### src/fsip_defs.svh
// Opcodes, register offsets, field positions, reset values and timing counts.
`ifndef FSIP_DEFS_SVH
`define FSIP_DEFS_SVH

`define FSIP_OP_IDENT_READ 8'h9F
`define FSIP_OP_STATUS_READ 8'h05
`define FSIP_OP_STATUS_WRITE 8'h01
`define FSIP_OP_WRITE_ENABLE 8'h06
`define FSIP_OP_WRITE_DISABLE 8'h04
`define FSIP_OP_PAGE_WRITE 8'h02
`define FSIP_OP_SECTOR_WIPE 8'hD8
`define FSIP_OP_BULK_ERASE 8'hC7

`define FSIP_TAG_LEN 8'h10
`define FSIP_CUSTOM_BLANK 8'h00
`define FSIP_IDENT_BYTES 5'd20

`define FSIP_SR_LOCK 7
`define FSIP_SR_BP_HI 4
`define FSIP_SR_BP_LO 2
`define FSIP_SR_LATCH 1
`define FSIP_SR_BUSY 0
`define FSIP_BP_RESET 3'h0
`define FSIP_LOCK_RESET 1'b0

`define FSIP_REG_CMD 8'h00
`define FSIP_REG_RXDATA 8'h04
`define FSIP_REG_STATE 8'h08
`define FSIP_REG_PIN 8'h0C
`define FSIP_CMD_OP_LSB 0
`define FSIP_CMD_DATA_LSB 8
`define FSIP_CMD_HAS_DATA 16
`define FSIP_CMD_RX_LSB 24
`define FSIP_PIN_RESET 1'b1

`define FSIP_CLK_NS 50
`define FSIP_T_STATUS_NS 5000
`define FSIP_T_PROGRAM_NS 20000
`define FSIP_T_ERASE_NS 100000
`define FSIP_T_SCLK_HALF_NS 400
`define FSIP_STATUS_CYC ((`FSIP_T_STATUS_NS + `FSIP_CLK_NS - 1) / `FSIP_CLK_NS)
`define FSIP_PROGRAM_CYC ((`FSIP_T_PROGRAM_NS + `FSIP_CLK_NS - 1) / `FSIP_CLK_NS)
`define FSIP_ERASE_CYC ((`FSIP_T_ERASE_NS + `FSIP_CLK_NS - 1) / `FSIP_CLK_NS)
`define FSIP_SCLK_HALF_CYC ((`FSIP_T_SCLK_HALF_NS + `FSIP_CLK_NS - 1) / `FSIP_CLK_NS)

`endif

### src/fsip_pkg.sv
// State types shared by both ends of the serial flash link.
`default_nettype none
package fsip_pkg;
	typedef enum logic [2:0] {ST_OPCODE, ST_ARGS, ST_PDATA, ST_DONE, ST_IDENT, ST_STATUS, ST_IGNORE} fsip_dev_state_e;
	typedef enum logic [2:0] {H_IDLE, H_LOW, H_HIGH, H_TAIL, H_GAP} fsip_host_state_e;
endpackage
`default_nettype wire

### src/fsip_if.sv
// Serial link between the host controller and the flash status block.
`timescale 1ns/1ns
`default_nettype none
interface fsip_if;
	logic sclk;
	logic cs_n;
	logic mosi;
	logic protect_pin;
	logic miso_out;
	logic miso_oe;
	logic miso_line;
	// The data line floats high through a pull-up while the device does not drive it.
	assign miso_line = miso_oe ? miso_out : 1'b1;
	modport dev (input sclk, input cs_n, input mosi, input protect_pin, output miso_out, output miso_oe);
	modport host (output sclk, output cs_n, output mosi, output protect_pin, input miso_line);
endinterface // fsip_if
`default_nettype wire

### src/fsip_dev.sv
// Flash end: identification readout, status byte, write latch and protection.
// How it works
// - Identify sends 3 id, length, 16 custom.
// - Length byte before custom data is 10h.
// - Custom data is read-only, default 00h.
// - Identify during busy cycle is not decoded.
// - Output bits change on serial clock falling.
// - Deselect ends readout, back to standby.
// - Status read always allowed, repeats while clocked.
// - Host polls busy flag before next opcode.
// - Busy flag set during any timed cycle.
// - Latch clear refuses writes, program, erase.
// - Protect bits guard regions against program, wipe.
// - Bulk erase only when protect bits zero.
// - Lock bit plus low pin blocks writes.
// - Status write needs latch, one data byte.
// - Bits 6,5,1,0 untouched; 6,5 read zero.
// - Extra bits after data byte discard write.
// - Deselect starts timed write; end clears latch.
// - Lock bit zero: writable with latch set.
// - Lock bit one: pin high allows write.
// - Lock mode follows later event; pin high exits.
// - Lock mode also freezes protected region.
// - Enable sets latch; disable, completions clear it.
// - Opcode byte first, most significant bit first.
//
// Design decisions made here: the AXI4-Lite slave port and the register addresses.
`timescale 1ns/1ns
`default_nettype none
`include "fsip_defs.svh"
module fsip_dev
	import fsip_pkg::*;
#(
	parameter logic [7:0] MAKER_CODE = 8'h5A, // Arbitrary value.
	parameter logic [7:0] TYPE_CODE = 8'hA1, // Arbitrary value.
	parameter logic [7:0] SIZE_CODE = 8'h07, // Arbitrary value.
	parameter logic [127:0] CUSTOM_DATA = {16{`FSIP_CUSTOM_BLANK}}
)(
	input wire logic aclk,
	input wire logic aresetn,
	fsip_if.dev link,
	output logic [7:0] status_view,
	output logic hw_lock_mode
);

////////////////////////////////////////////////////////////////////////////////
logic [1:0] sclk_sy, cs_sy, mosi_sy, prot_sy;
logic sclk_q, cs_q;
logic rise, fall, selected, cs_rise, byte_done, lock_now, exec;
logic [7:0] in_byte, shift_in, opcode, wr_data, out_sr, status_now;
logic [2:0] bit_cnt, obit, sector, bp;
logic [1:0] arg_cnt;
logic [4:0] oidx;
logic [15:0] busy_cnt;
logic pdata_seen, busy, write_latch_flag, status_lock_bit, wr_pending;
fsip_dev_state_e state;

function automatic logic [1:0] arg_bytes(input logic [7:0] op);
	if (op == `FSIP_OP_STATUS_WRITE) arg_bytes = 2'd1;
	else if (op == `FSIP_OP_PAGE_WRITE || op == `FSIP_OP_SECTOR_WIPE) arg_bytes = 2'd3;
	else arg_bytes = 2'd0;
endfunction

function automatic logic [7:0] status_pack(input logic l, input logic [2:0] b, input logic w, input logic y);
	status_pack = {l, 2'b00, b, w, y};
endfunction

function automatic logic [7:0] ident_byte(input logic [4:0] idx);
	case (idx)
		5'd0: ident_byte = MAKER_CODE;
		5'd1: ident_byte = TYPE_CODE;
		5'd2: ident_byte = SIZE_CODE;
		5'd3: ident_byte = `FSIP_TAG_LEN;
		default: begin
			// Past the last custom byte the line reads zero.
			if (idx < `FSIP_IDENT_BYTES) ident_byte = CUSTOM_DATA[8 * (19 - int'(idx)) +: 8];
			else ident_byte = 8'h00;
		end
	endcase
endfunction

// Protected sectors grow from the top of the array as the field rises.
function automatic logic region_protected(input logic [2:0] b, input logic [2:0] s);
	case (b)
		3'd0: region_protected = 1'b0;
		3'd1: region_protected = (s == 3'd7);
		3'd2: region_protected = (s >= 3'd6);
		3'd3: region_protected = (s >= 3'd4);
		default: region_protected = 1'b1;
	endcase
endfunction

////////////////////////////////////////////////////////////////////////////////
// The serial clock is only sampled, so the link must run well below aclk.
always_ff @(posedge aclk) begin
	if (!aresetn) begin
		sclk_sy <= 2'b00;
		cs_sy <= 2'b11;
		mosi_sy <= 2'b00;
		prot_sy <= 2'b11;
		sclk_q <= 1'b0;
		cs_q <= 1'b1;
	end else begin
		sclk_sy <= {sclk_sy[0], link.sclk};
		cs_sy <= {cs_sy[0], link.cs_n};
		mosi_sy <= {mosi_sy[0], link.mosi};
		prot_sy <= {prot_sy[0], link.protect_pin};
		sclk_q <= sclk_sy[1];
		cs_q <= cs_sy[1];
	end
end

assign selected = ~cs_sy[1];
assign rise = selected & sclk_sy[1] & ~sclk_q;
assign fall = selected & ~sclk_sy[1] & sclk_q;
assign cs_rise = cs_sy[1] & ~cs_q;
assign in_byte = {shift_in[6:0], mosi_sy[1]};
assign byte_done = rise & (bit_cnt == 3'd7);
assign lock_now = status_lock_bit & ~prot_sy[1];
assign status_now = status_pack(status_lock_bit, bp, write_latch_flag, busy);
assign exec = cs_rise & ((state == ST_DONE) | ((state == ST_PDATA) & pdata_seen & (bit_cnt == 3'd0)));

always_ff @(posedge aclk) begin
	if (!aresetn || !selected) begin
		bit_cnt <= 3'd0;
		shift_in <= 8'h00;
	end else if (rise) begin
		bit_cnt <= bit_cnt + 3'd1;
		shift_in <= in_byte;
	end
end

////////////////////////////////////////////////////////////////////////////////
always_ff @(posedge aclk) begin
	if (!aresetn) begin
		state <= ST_OPCODE;
		opcode <= 8'h00;
		arg_cnt <= 2'd0;
		sector <= 3'd0;
		wr_data <= 8'h00;
		pdata_seen <= 1'b0;
	end else if (!selected) begin
		state <= ST_OPCODE;
	end else if (rise) begin
		case (state)
			ST_OPCODE: begin
				if (byte_done) begin
					opcode <= in_byte;
					arg_cnt <= 2'd0;
					pdata_seen <= 1'b0;
					case (in_byte)
						`FSIP_OP_STATUS_READ: state <= ST_STATUS;
						`FSIP_OP_IDENT_READ: state <= busy ? ST_IGNORE : ST_IDENT;
						`FSIP_OP_WRITE_ENABLE, `FSIP_OP_WRITE_DISABLE, `FSIP_OP_BULK_ERASE: begin
							state <= busy ? ST_IGNORE : ST_DONE;
						end
						`FSIP_OP_STATUS_WRITE, `FSIP_OP_PAGE_WRITE, `FSIP_OP_SECTOR_WIPE: begin
							state <= busy ? ST_IGNORE : ST_ARGS;
						end
						default: state <= ST_IGNORE;
					endcase
				end
			end
			ST_ARGS: begin
				if (byte_done) begin
					if (opcode == `FSIP_OP_STATUS_WRITE) wr_data <= in_byte;
					if (arg_cnt == 2'd0) sector <= in_byte[2:0];
					arg_cnt <= arg_cnt + 2'd1;
					if (2'(arg_cnt + 2'd1) == arg_bytes(opcode)) begin
						state <= (opcode == `FSIP_OP_PAGE_WRITE) ? ST_PDATA : ST_DONE;
					end
				end
			end
			ST_PDATA: begin
				if (byte_done) pdata_seen <= 1'b1;
			end
			ST_DONE: state <= ST_IGNORE;
			ST_IDENT, ST_STATUS, ST_IGNORE: state <= state;
			default: state <= ST_IGNORE;
		endcase
	end
end

////////////////////////////////////////////////////////////////////////////////
// The byte after the opcode is loaded at the eighth rising edge, then each
// falling edge puts one bit out.
always_ff @(posedge aclk) begin
	if (!aresetn) begin
		link.miso_out <= 1'b0;
		link.miso_oe <= 1'b0;
		out_sr <= 8'h00;
		obit <= 3'd0;
		oidx <= 5'd0;
	end else if (!selected) begin
		link.miso_oe <= 1'b0;
		obit <= 3'd0;
	end else if (byte_done && state == ST_OPCODE) begin
		oidx <= 5'd1;
		obit <= 3'd0;
		out_sr <= (in_byte == `FSIP_OP_IDENT_READ) ? ident_byte(5'd0) : status_now;
	end else if (fall && (state == ST_IDENT || state == ST_STATUS)) begin
		link.miso_oe <= 1'b1;
		link.miso_out <= out_sr[7];
		obit <= obit + 3'd1;
		if (obit == 3'd7) begin
			out_sr <= (state == ST_IDENT) ? ident_byte(oidx) : status_now;
			oidx <= (oidx == 5'd31) ? oidx : oidx + 5'd1;
		end else begin
			out_sr <= {out_sr[6:0], 1'b0};
		end
	end
end

////////////////////////////////////////////////////////////////////////////////
// The protect and lock bits stand for non-volatile cells; reset returns them
// to their delivery state because this model has no real storage.
always_ff @(posedge aclk) begin
	if (!aresetn) begin
		busy <= 1'b0;
		busy_cnt <= 16'h0000;
		write_latch_flag <= 1'b0;
		bp <= `FSIP_BP_RESET;
		status_lock_bit <= `FSIP_LOCK_RESET;
		wr_pending <= 1'b0;
	end else if (exec) begin
		case (opcode)
			`FSIP_OP_WRITE_ENABLE: write_latch_flag <= 1'b1;
			`FSIP_OP_WRITE_DISABLE: write_latch_flag <= 1'b0;
			`FSIP_OP_STATUS_WRITE: begin
				if (write_latch_flag && !lock_now) begin
					busy <= 1'b1;
					busy_cnt <= 16'(`FSIP_STATUS_CYC);
					wr_pending <= 1'b1;
				end
			end
			`FSIP_OP_PAGE_WRITE, `FSIP_OP_SECTOR_WIPE: begin
				if (write_latch_flag && !region_protected(bp, sector)) begin
					busy <= 1'b1;
					busy_cnt <= (opcode == `FSIP_OP_PAGE_WRITE) ? 16'(`FSIP_PROGRAM_CYC) : 16'(`FSIP_ERASE_CYC);
				end
			end
			`FSIP_OP_BULK_ERASE: begin
				if (write_latch_flag && bp == 3'd0) begin
					busy <= 1'b1;
					busy_cnt <= 16'(`FSIP_ERASE_CYC);
				end
			end
			default: busy <= busy;
		endcase
	end else if (busy) begin
		if (busy_cnt == 16'h0001) begin
			busy <= 1'b0;
			write_latch_flag <= 1'b0;
			wr_pending <= 1'b0;
			if (wr_pending) begin
				status_lock_bit <= wr_data[`FSIP_SR_LOCK];
				bp <= wr_data[`FSIP_SR_BP_HI:`FSIP_SR_BP_LO];
			end
		end else begin
			busy_cnt <= busy_cnt - 16'h0001;
		end
	end
end

always_ff @(posedge aclk) begin
	if (!aresetn) begin
		status_view <= 8'h00;
		hw_lock_mode <= 1'b0;
	end else begin
		status_view <= status_now;
		hw_lock_mode <= lock_now;
	end
end

endmodule // fsip_dev
`default_nettype wire

### src/flat_wrapper.sv
// flat-port wrapper written by rule: the top's interface ports become plain ports
module fsip_dev_flat import fsip_pkg::*;
#(
	parameter logic [7:0] MAKER_CODE = 8'h5A,                    
	parameter logic [7:0] TYPE_CODE = 8'hA1,                    
	parameter logic [7:0] SIZE_CODE = 8'h07,                    
	parameter logic [127:0] CUSTOM_DATA = {16{`FSIP_CUSTOM_BLANK}}
)
  (aclk, aresetn, status_view, hw_lock_mode, link_sclk, link_cs_n, link_mosi, link_protect_pin, link_miso_out, link_miso_oe);
  fsip_if link_i ();
  input wire logic aclk;
  input wire logic aresetn;
  output logic [7:0] status_view;
  output logic hw_lock_mode;
  input wire logic [$bits(link_i.sclk)-1:0] link_sclk;
  input wire logic [$bits(link_i.cs_n)-1:0] link_cs_n;
  input wire logic [$bits(link_i.mosi)-1:0] link_mosi;
  input wire logic [$bits(link_i.protect_pin)-1:0] link_protect_pin;
  output wire logic [$bits(link_i.miso_out)-1:0] link_miso_out;
  output wire logic [$bits(link_i.miso_oe)-1:0] link_miso_oe;
  assign link_i.sclk = link_sclk;
  assign link_i.cs_n = link_cs_n;
  assign link_i.mosi = link_mosi;
  assign link_i.protect_pin = link_protect_pin;
  assign link_miso_out = link_i.miso_out;
  assign link_miso_oe = link_i.miso_oe;
  fsip_dev #(.MAKER_CODE(MAKER_CODE), .TYPE_CODE(TYPE_CODE), .SIZE_CODE(SIZE_CODE), .CUSTOM_DATA(CUSTOM_DATA)) u_core (.aclk(aclk), .aresetn(aresetn), .link(link_i), .status_view(status_view), .hw_lock_mode(hw_lock_mode));
endmodule
### config.mk
export PLATFORM = sky130hd
export DESIGN_NAME = fsip_dev_flat
export DESIGN_NICKNAME = d
export VERILOG_FILES = /design/src/fsip_pkg.sv /design/src/fsip_if.sv /design/src/fsip_dev.sv /design/src/flat_wrapper.sv
export VERILOG_INCLUDE_DIRS = /design/src
export SDC_FILE = /design/constraint.sdc
export NUM_CORES = 1
export LEC_CHECK = 0
export ABC_AREA = 1
export BUFFER_PORTS_ARGS = -buffer_cell sky130_fd_sc_hd__buf_2
export CAP_MARGIN = 20
export CORE_AREA = 2 2 92 94
export CTS_CLUSTER_SIZE = 14
export DETAILED_ROUTE_END_ITERATION = 8
export DIE_AREA = 0 0 94 96
export GPL_TIMING_DRIVEN = 0
export PLACE_DENSITY = 0.86
export SLEW_MARGIN = 20
export SYNTH_ARGS = -nofsm -noshare
export SYNTH_HDL_FRONTEND = slang
export SYNTH_SLANG_ARGS = --single-unit
### constraint.sdc
create_clock -name aclk -period 3.15 [get_ports aclk]
set_input_delay 0.1575 -clock aclk [delete_from_list [all_inputs] [get_ports aclk]]
set_output_delay 0.1575 -clock aclk [all_outputs]
set_load 0.1 [all_outputs]
* Word level (Yosys, flattened, before mapping)
Cells that the tools add are included.
Operators by class: reduce and logical (&&, ||, !) cells 43, bitwise logic cells 20, eq/ne operators 45, divide/modulo/power cells 0, shift operators 1, order comparisons 3, multipliers 0, add/subtract/negate cells 6, mux-type cells 58
Operators by type and width (count):
- $shiftx A128 B32 Y8 const A | 1
- $mux W16 | 6
- $mux W8 | 6
- $pmux W16 S3 | 1
- $eq A8 B3 Y1 const B | 5
- $eq A8 B8 Y1 const B | 5
- $pmux W8 S4 | 1
- $reduce_and A5 Y1 | 5
- $mux W2 | 10
- $mux W5 | 4
- $reduce_and A4 Y1 | 5
- $eq A3 B3 Y1 const B | 6
- $mux W1 | 17
- $eq A16 B1 Y1 const B | 1
- $eq A8 B1 Y1 const B | 2
- $eq A8 B2 Y1 const B | 2
- $sub A16 B1 Y16 const B | 1
- $mux W3 | 5
- $eq A3 B2 Y1 const B | 4
- $ne A2 B1 Y1 const B | 6
- $ne A3 B3 Y1 const B | 4
- $pmux W3 S4 | 1
- $reduce_bool A2 Y1 | 6
- $mux W11 | 1
- other kinds (33) | 71
Storage, ports and cells: bits of input ports 6, memories 0, RAM bits 0, latch bits 0, bits in read-only memories 0, flip-flop bits (word level) 95

* Depth between registers and ports, before layout
word-level depth 13, mapped depth 14, gate-level depth less buffers 13

* Least setup slack after synthesis
OpenSTA, ideal clock, no wires.
path kind register to register, from register u_core.obit[0], to register u_core.oidx[3], required time 3.035 ns, setup slack 1.451 ns, library setup time 0.115 ns, arrival 1.584 ns, stages on the path, launching flop included 11, path through dfxtp_1 ha_1 ha_1 clkbuf_1 inv_1 nor3_2 nor2_1 inv_1 nand2_1 nor2_1 nor3_1
On the way: cells in the longest elaborated chain, start to end 3
RTL lines:
- from (decl) | line fsip_dev.sv:51 | logic [2:0] bit_cnt, obit, sector, bp;
- from (signal assigned) | line fsip_dev.sv:204 | obit <= obit + 3'd1;
- $eq A3 B3 Y1 | line fsip_dev.sv:205 | if (obit == 3'd7) begin
- $reduce_bool A2 Y1 (no source line)
- $reduce_and A4 Y1 (no source line)
- to (signal assigned) | line fsip_dev.sv:207 | oidx <= (oidx == 5'd31) ? oidx : oidx + 5'd1;
- to (decl) | line fsip_dev.sv:53 | logic [4:0] oidx;
No other way between the ends. A chain may end at the register's enable or synchronous reset.

* Final worst setup path
Same ends and word-level chain as after synthesis.

==> impl_metrics.env <==
export IMPL_port_buffer_count=14
export IMPL_slew_headroom_pct=62.7
export IMPL_drtAntennaViolNets=0
export IMPL_antenna_found_initial=0
export IMPL_avgSynthCellArea_um2=6.74
export IMPL_crit_fanout=10
export IMPL_period_minus_slack_ns=2.06
export IMPL_initial_core_util_pct=58.8
export IMPL_drive_gt1_share_pct=10.6
export IMPL_grt_pass1_vias=4268
export IMPL_p_int_w=0.00146
export IMPL_clock_sinks=89
export IMPL_die_h_um=96
export IMPL_synth_seq_area_share_pct=37.7
export IMPL_setup_violations=0
export IMPL_core_area_um2=8050
export IMPL_hold_class="input port to flip-flop"
export IMPL_path_clk_slew_ns=0.11
export IMPL_drtIter0Drc=418
export IMPL_synth_warnings=0
export IMPL_arrival_ns=2.33
export IMPL_clk_latency_ns=0.38
export IMPL_fin_setup_tns_ns=0
export IMPL_holdWs_ns=0.173
export IMPL_worstSetupPathType="flip-flop to flip-flop"
export IMPL_slew_viol_final=0
export IMPL_vias=4567
export IMPL_post_route_util_pct=64.2
export IMPL_power_frac_seq_pct=57.4
export IMPL_end_kind="flip-flop"
export IMPL_die_w_um=94
export IMPL_instances_no_fill=842
export IMPL_grtUsageTotal_pct=26.8
export IMPL_worst_pin_slew_ns=0.560
export IMPL_syn_cell_area_um2=4730
export IMPL_ios=17
export IMPL_cts_root_buf="clkbuf_8"
export IMPL_fmax_mhz=486
export IMPL_dr_pass1_iters=6
export IMPL_num_nets_final=751
export IMPL_grt_max_degree=19
export IMPL_combinationalPowerShare_pct=3.0
export IMPL_drcViolationCount=0
export IMPL_status="finished clean"
export IMPL_drv_cap=0
export IMPL_via_per_inst=5.42
export IMPL_clock_power_share_pct=39.6
export IMPL_avgRoutedWirePerCell_um=13.6
export IMPL_design_die_area_um2=9020
export IMPL_overflow=0
export IMPL_netlist_instances=702
export IMPL_synth_cell_types=38
export IMPL_dp_cells=822
export IMPL_totalWireLength_um=11400
export IMPL_rsz0062_at_grt="false"
export IMPL_cts_made_buffers=9
export IMPL_std_cell_rows=33
export IMPL_ys_ff_latch=89
export IMPL_gp_congestion=0.955
export IMPL_areaGrowthSynthToFinish_pct=9.23
export IMPL_htreeDepth=3
export IMPL_peakVddDrop_mv=0.277
export IMPL_mostFrequentLayoutCells="nand2_1 (141), nor2_1 (100), inv_1 (99), dfxtp_1 (89), a21oi_1 (61)"
export IMPL_start_kind="flip-flop"
export IMPL_synth_edf_count=0
export IMPL_clockBufferDepth=2
export IMPL_p_per_area_nw_per_um2=382
export IMPL_hold_violations=0
export IMPL_swShare_pct=26.1
export IMPL_antenna_cells=0
export IMPL_async_flop_share_pct=0
export IMPL_synth_flop_cell="dfxtp_1"
export IMPL_cts_tree="done"
export IMPL_fin_worst_skew_ns=0.0189
export IMPL_final_common_cell="nand2_1"
export IMPL_critical_path_required_ns=3.42
export IMPL_grt_first_pass_wirelength_um=19200
export IMPL_dp_hpwl_um=8520
export IMPL_fin_crit_sh_pct=65.4
export IMPL_p_leak_nw=2.42
export IMPL_power_switching_w=0.000516
==> layout make-up <==
| type | count | area (um^2) |
|---|---|---|
| multi-input cells | 490 | 2440 |
| flip-flops and latches | 89 | 1780 |
| repair buffers | 18 | 110 |
| fillers | 737 | 2880 |
| inverters | 105 | 397 |
| well taps | 105 | 131 |
| clock buffers | 9 | 124 |
| clock inverters | 7 | 67.6 |
| plain buffers | 19 | 116 |
==> stage by stage <==
stage                     cell area (um^2)  total power, W  worst slack [ns]
after floorplan                       4730         0.00120              1.45
final                                 5170         0.00198              1.09
after global routing                  5170         0.00204             0.858
after CTS                             5170         0.00199              1.11
after detailed placement              4940         0.00122              1.14
after global placement                4940         0.00121              1.23
==> routing by layer <==
metal	up-vias	global-route usage [%]	wire [um]
met5	-	0	0
met4	0	10.0	267
met3	31	5.72	698
met2	162	46.5	5570
met1	2068	32.7	4910
li1	2306	-	-
==> cells in the mapped netlist, types with 4 or more instances <==
| library cell | instances | area (um^2) |
|---|---|---|
| buf_4 | 4 | 30.0 |
| nand2_1 | 141 | 529 |
| or2_2 | 5 | 31.3 |
| o211ai_1 | 5 | 37.5 |
| o21ai_0 | 56 | 280 |
| nand2_2 | 14 | 87.6 |
| a21oi_1 | 61 | 305 |
| inv_1 | 99 | 372 |
| nand4_1 | 12 | 75.1 |
| inv_2 | 5 | 18.8 |
| ha_1 | 13 | 163 |
| xor2_1 | 6 | 52.6 |
| clkbuf_1 | 8 | 30.0 |
| nand3_1 | 36 | 180 |
| dfxtp_1 | 89 | 1780 |
| nor3_1 | 12 | 60.1 |
| nor2_1 | 100 | 375 |
==> state kept, by name, indices dropped and copies added, names as in the netlist, 3 cells and up <==
| signal | count |
|---|---|
| u_core.bit_cnt | 3 |
| u_core.bp | 3 |
| u_core.busy_cnt | 16 |
| u_core.obit | 3 |
| u_core.oidx | 5 |
| u_core.opcode | 8 |
| u_core.out_sr | 8 |
| u_core.sector | 3 |
| u_core.shift_in | 7 |
| u_core.state | 3 |
| u_core.status_view | 6 |
| u_core.wr_data | 4 |
==> worst max-delay path: stages (launching register included) <==
cell and delay [ns]:
dfxtp_1 0.36, ha_1 0.16, ha_1 0.15, clkbuf_1 0.34, inv_1 0.16, nor3_2 0.30, nor2_1 0.13, inv_1 0.14
nand2_1 0.06, nor2_1 0.10, nor3_1 0.05
==> cells by family (layout without fill, tap and decap cells) <==
| family | Yosys count | after routing | share of synthesized area [%] |
|---|---|---|---|
| simple gates | 332 | 332 | 31.5 |
| buf+inv | 124 | 158 | 10.8 |
| flops | 89 | 89 | 37.7 |
| xor+xnor | 6 | 6 | 1.11 |
| compound gates | 137 | 137 | 15.3 |
| fa+ha+maj | 13 | 13 | 3.44 |
| other cells | 1 | 2 | 0.0793 |
==> power by group through the flow <==
stage / clock (W) / sequential [W] / combinational [W]
after CTS: 0.000793 / 0.00113 / 0.0000596
after floorplan: 0 / 0.00116 / 0.0000399
after global routing: 0.000838 / 0.00113 / 0.0000658
after global placement: 0 / 0.00116 / 0.0000542
after detailed placement: 0 / 0.00116 / 0.0000557
final: 0.000782 / 0.00113 / 0.0000602
==> worst paths after layout <==
check	cells after the start	start	slack (ns)	end
max	10	u_core.obit[0]$_SDFFE_PP0P_	1.09	u_core.oidx[3]$_SDFFE_PN0P_
max reg2reg	10	u_core.obit[0]$_SDFFE_PP0P_	1.09	u_core.oidx[3]$_SDFFE_PN0P_
min	4	aresetn	0.17	u_core.cs_q$_SDFF_PN1_
min reg2reg	1	u_core.cs_sy[0]$_SDFF_PN1_	0.43	u_core.cs_sy[1]$_SDFF_PN1_
==> repair_timing <==
action	4_1_cts	5_1_grt
hold buffers	4	0
hold endpoints to repair	4	0
setup buffers	0	0
resized for setup	0	0
No activity file was read; power rests on OpenSTA's default activity.
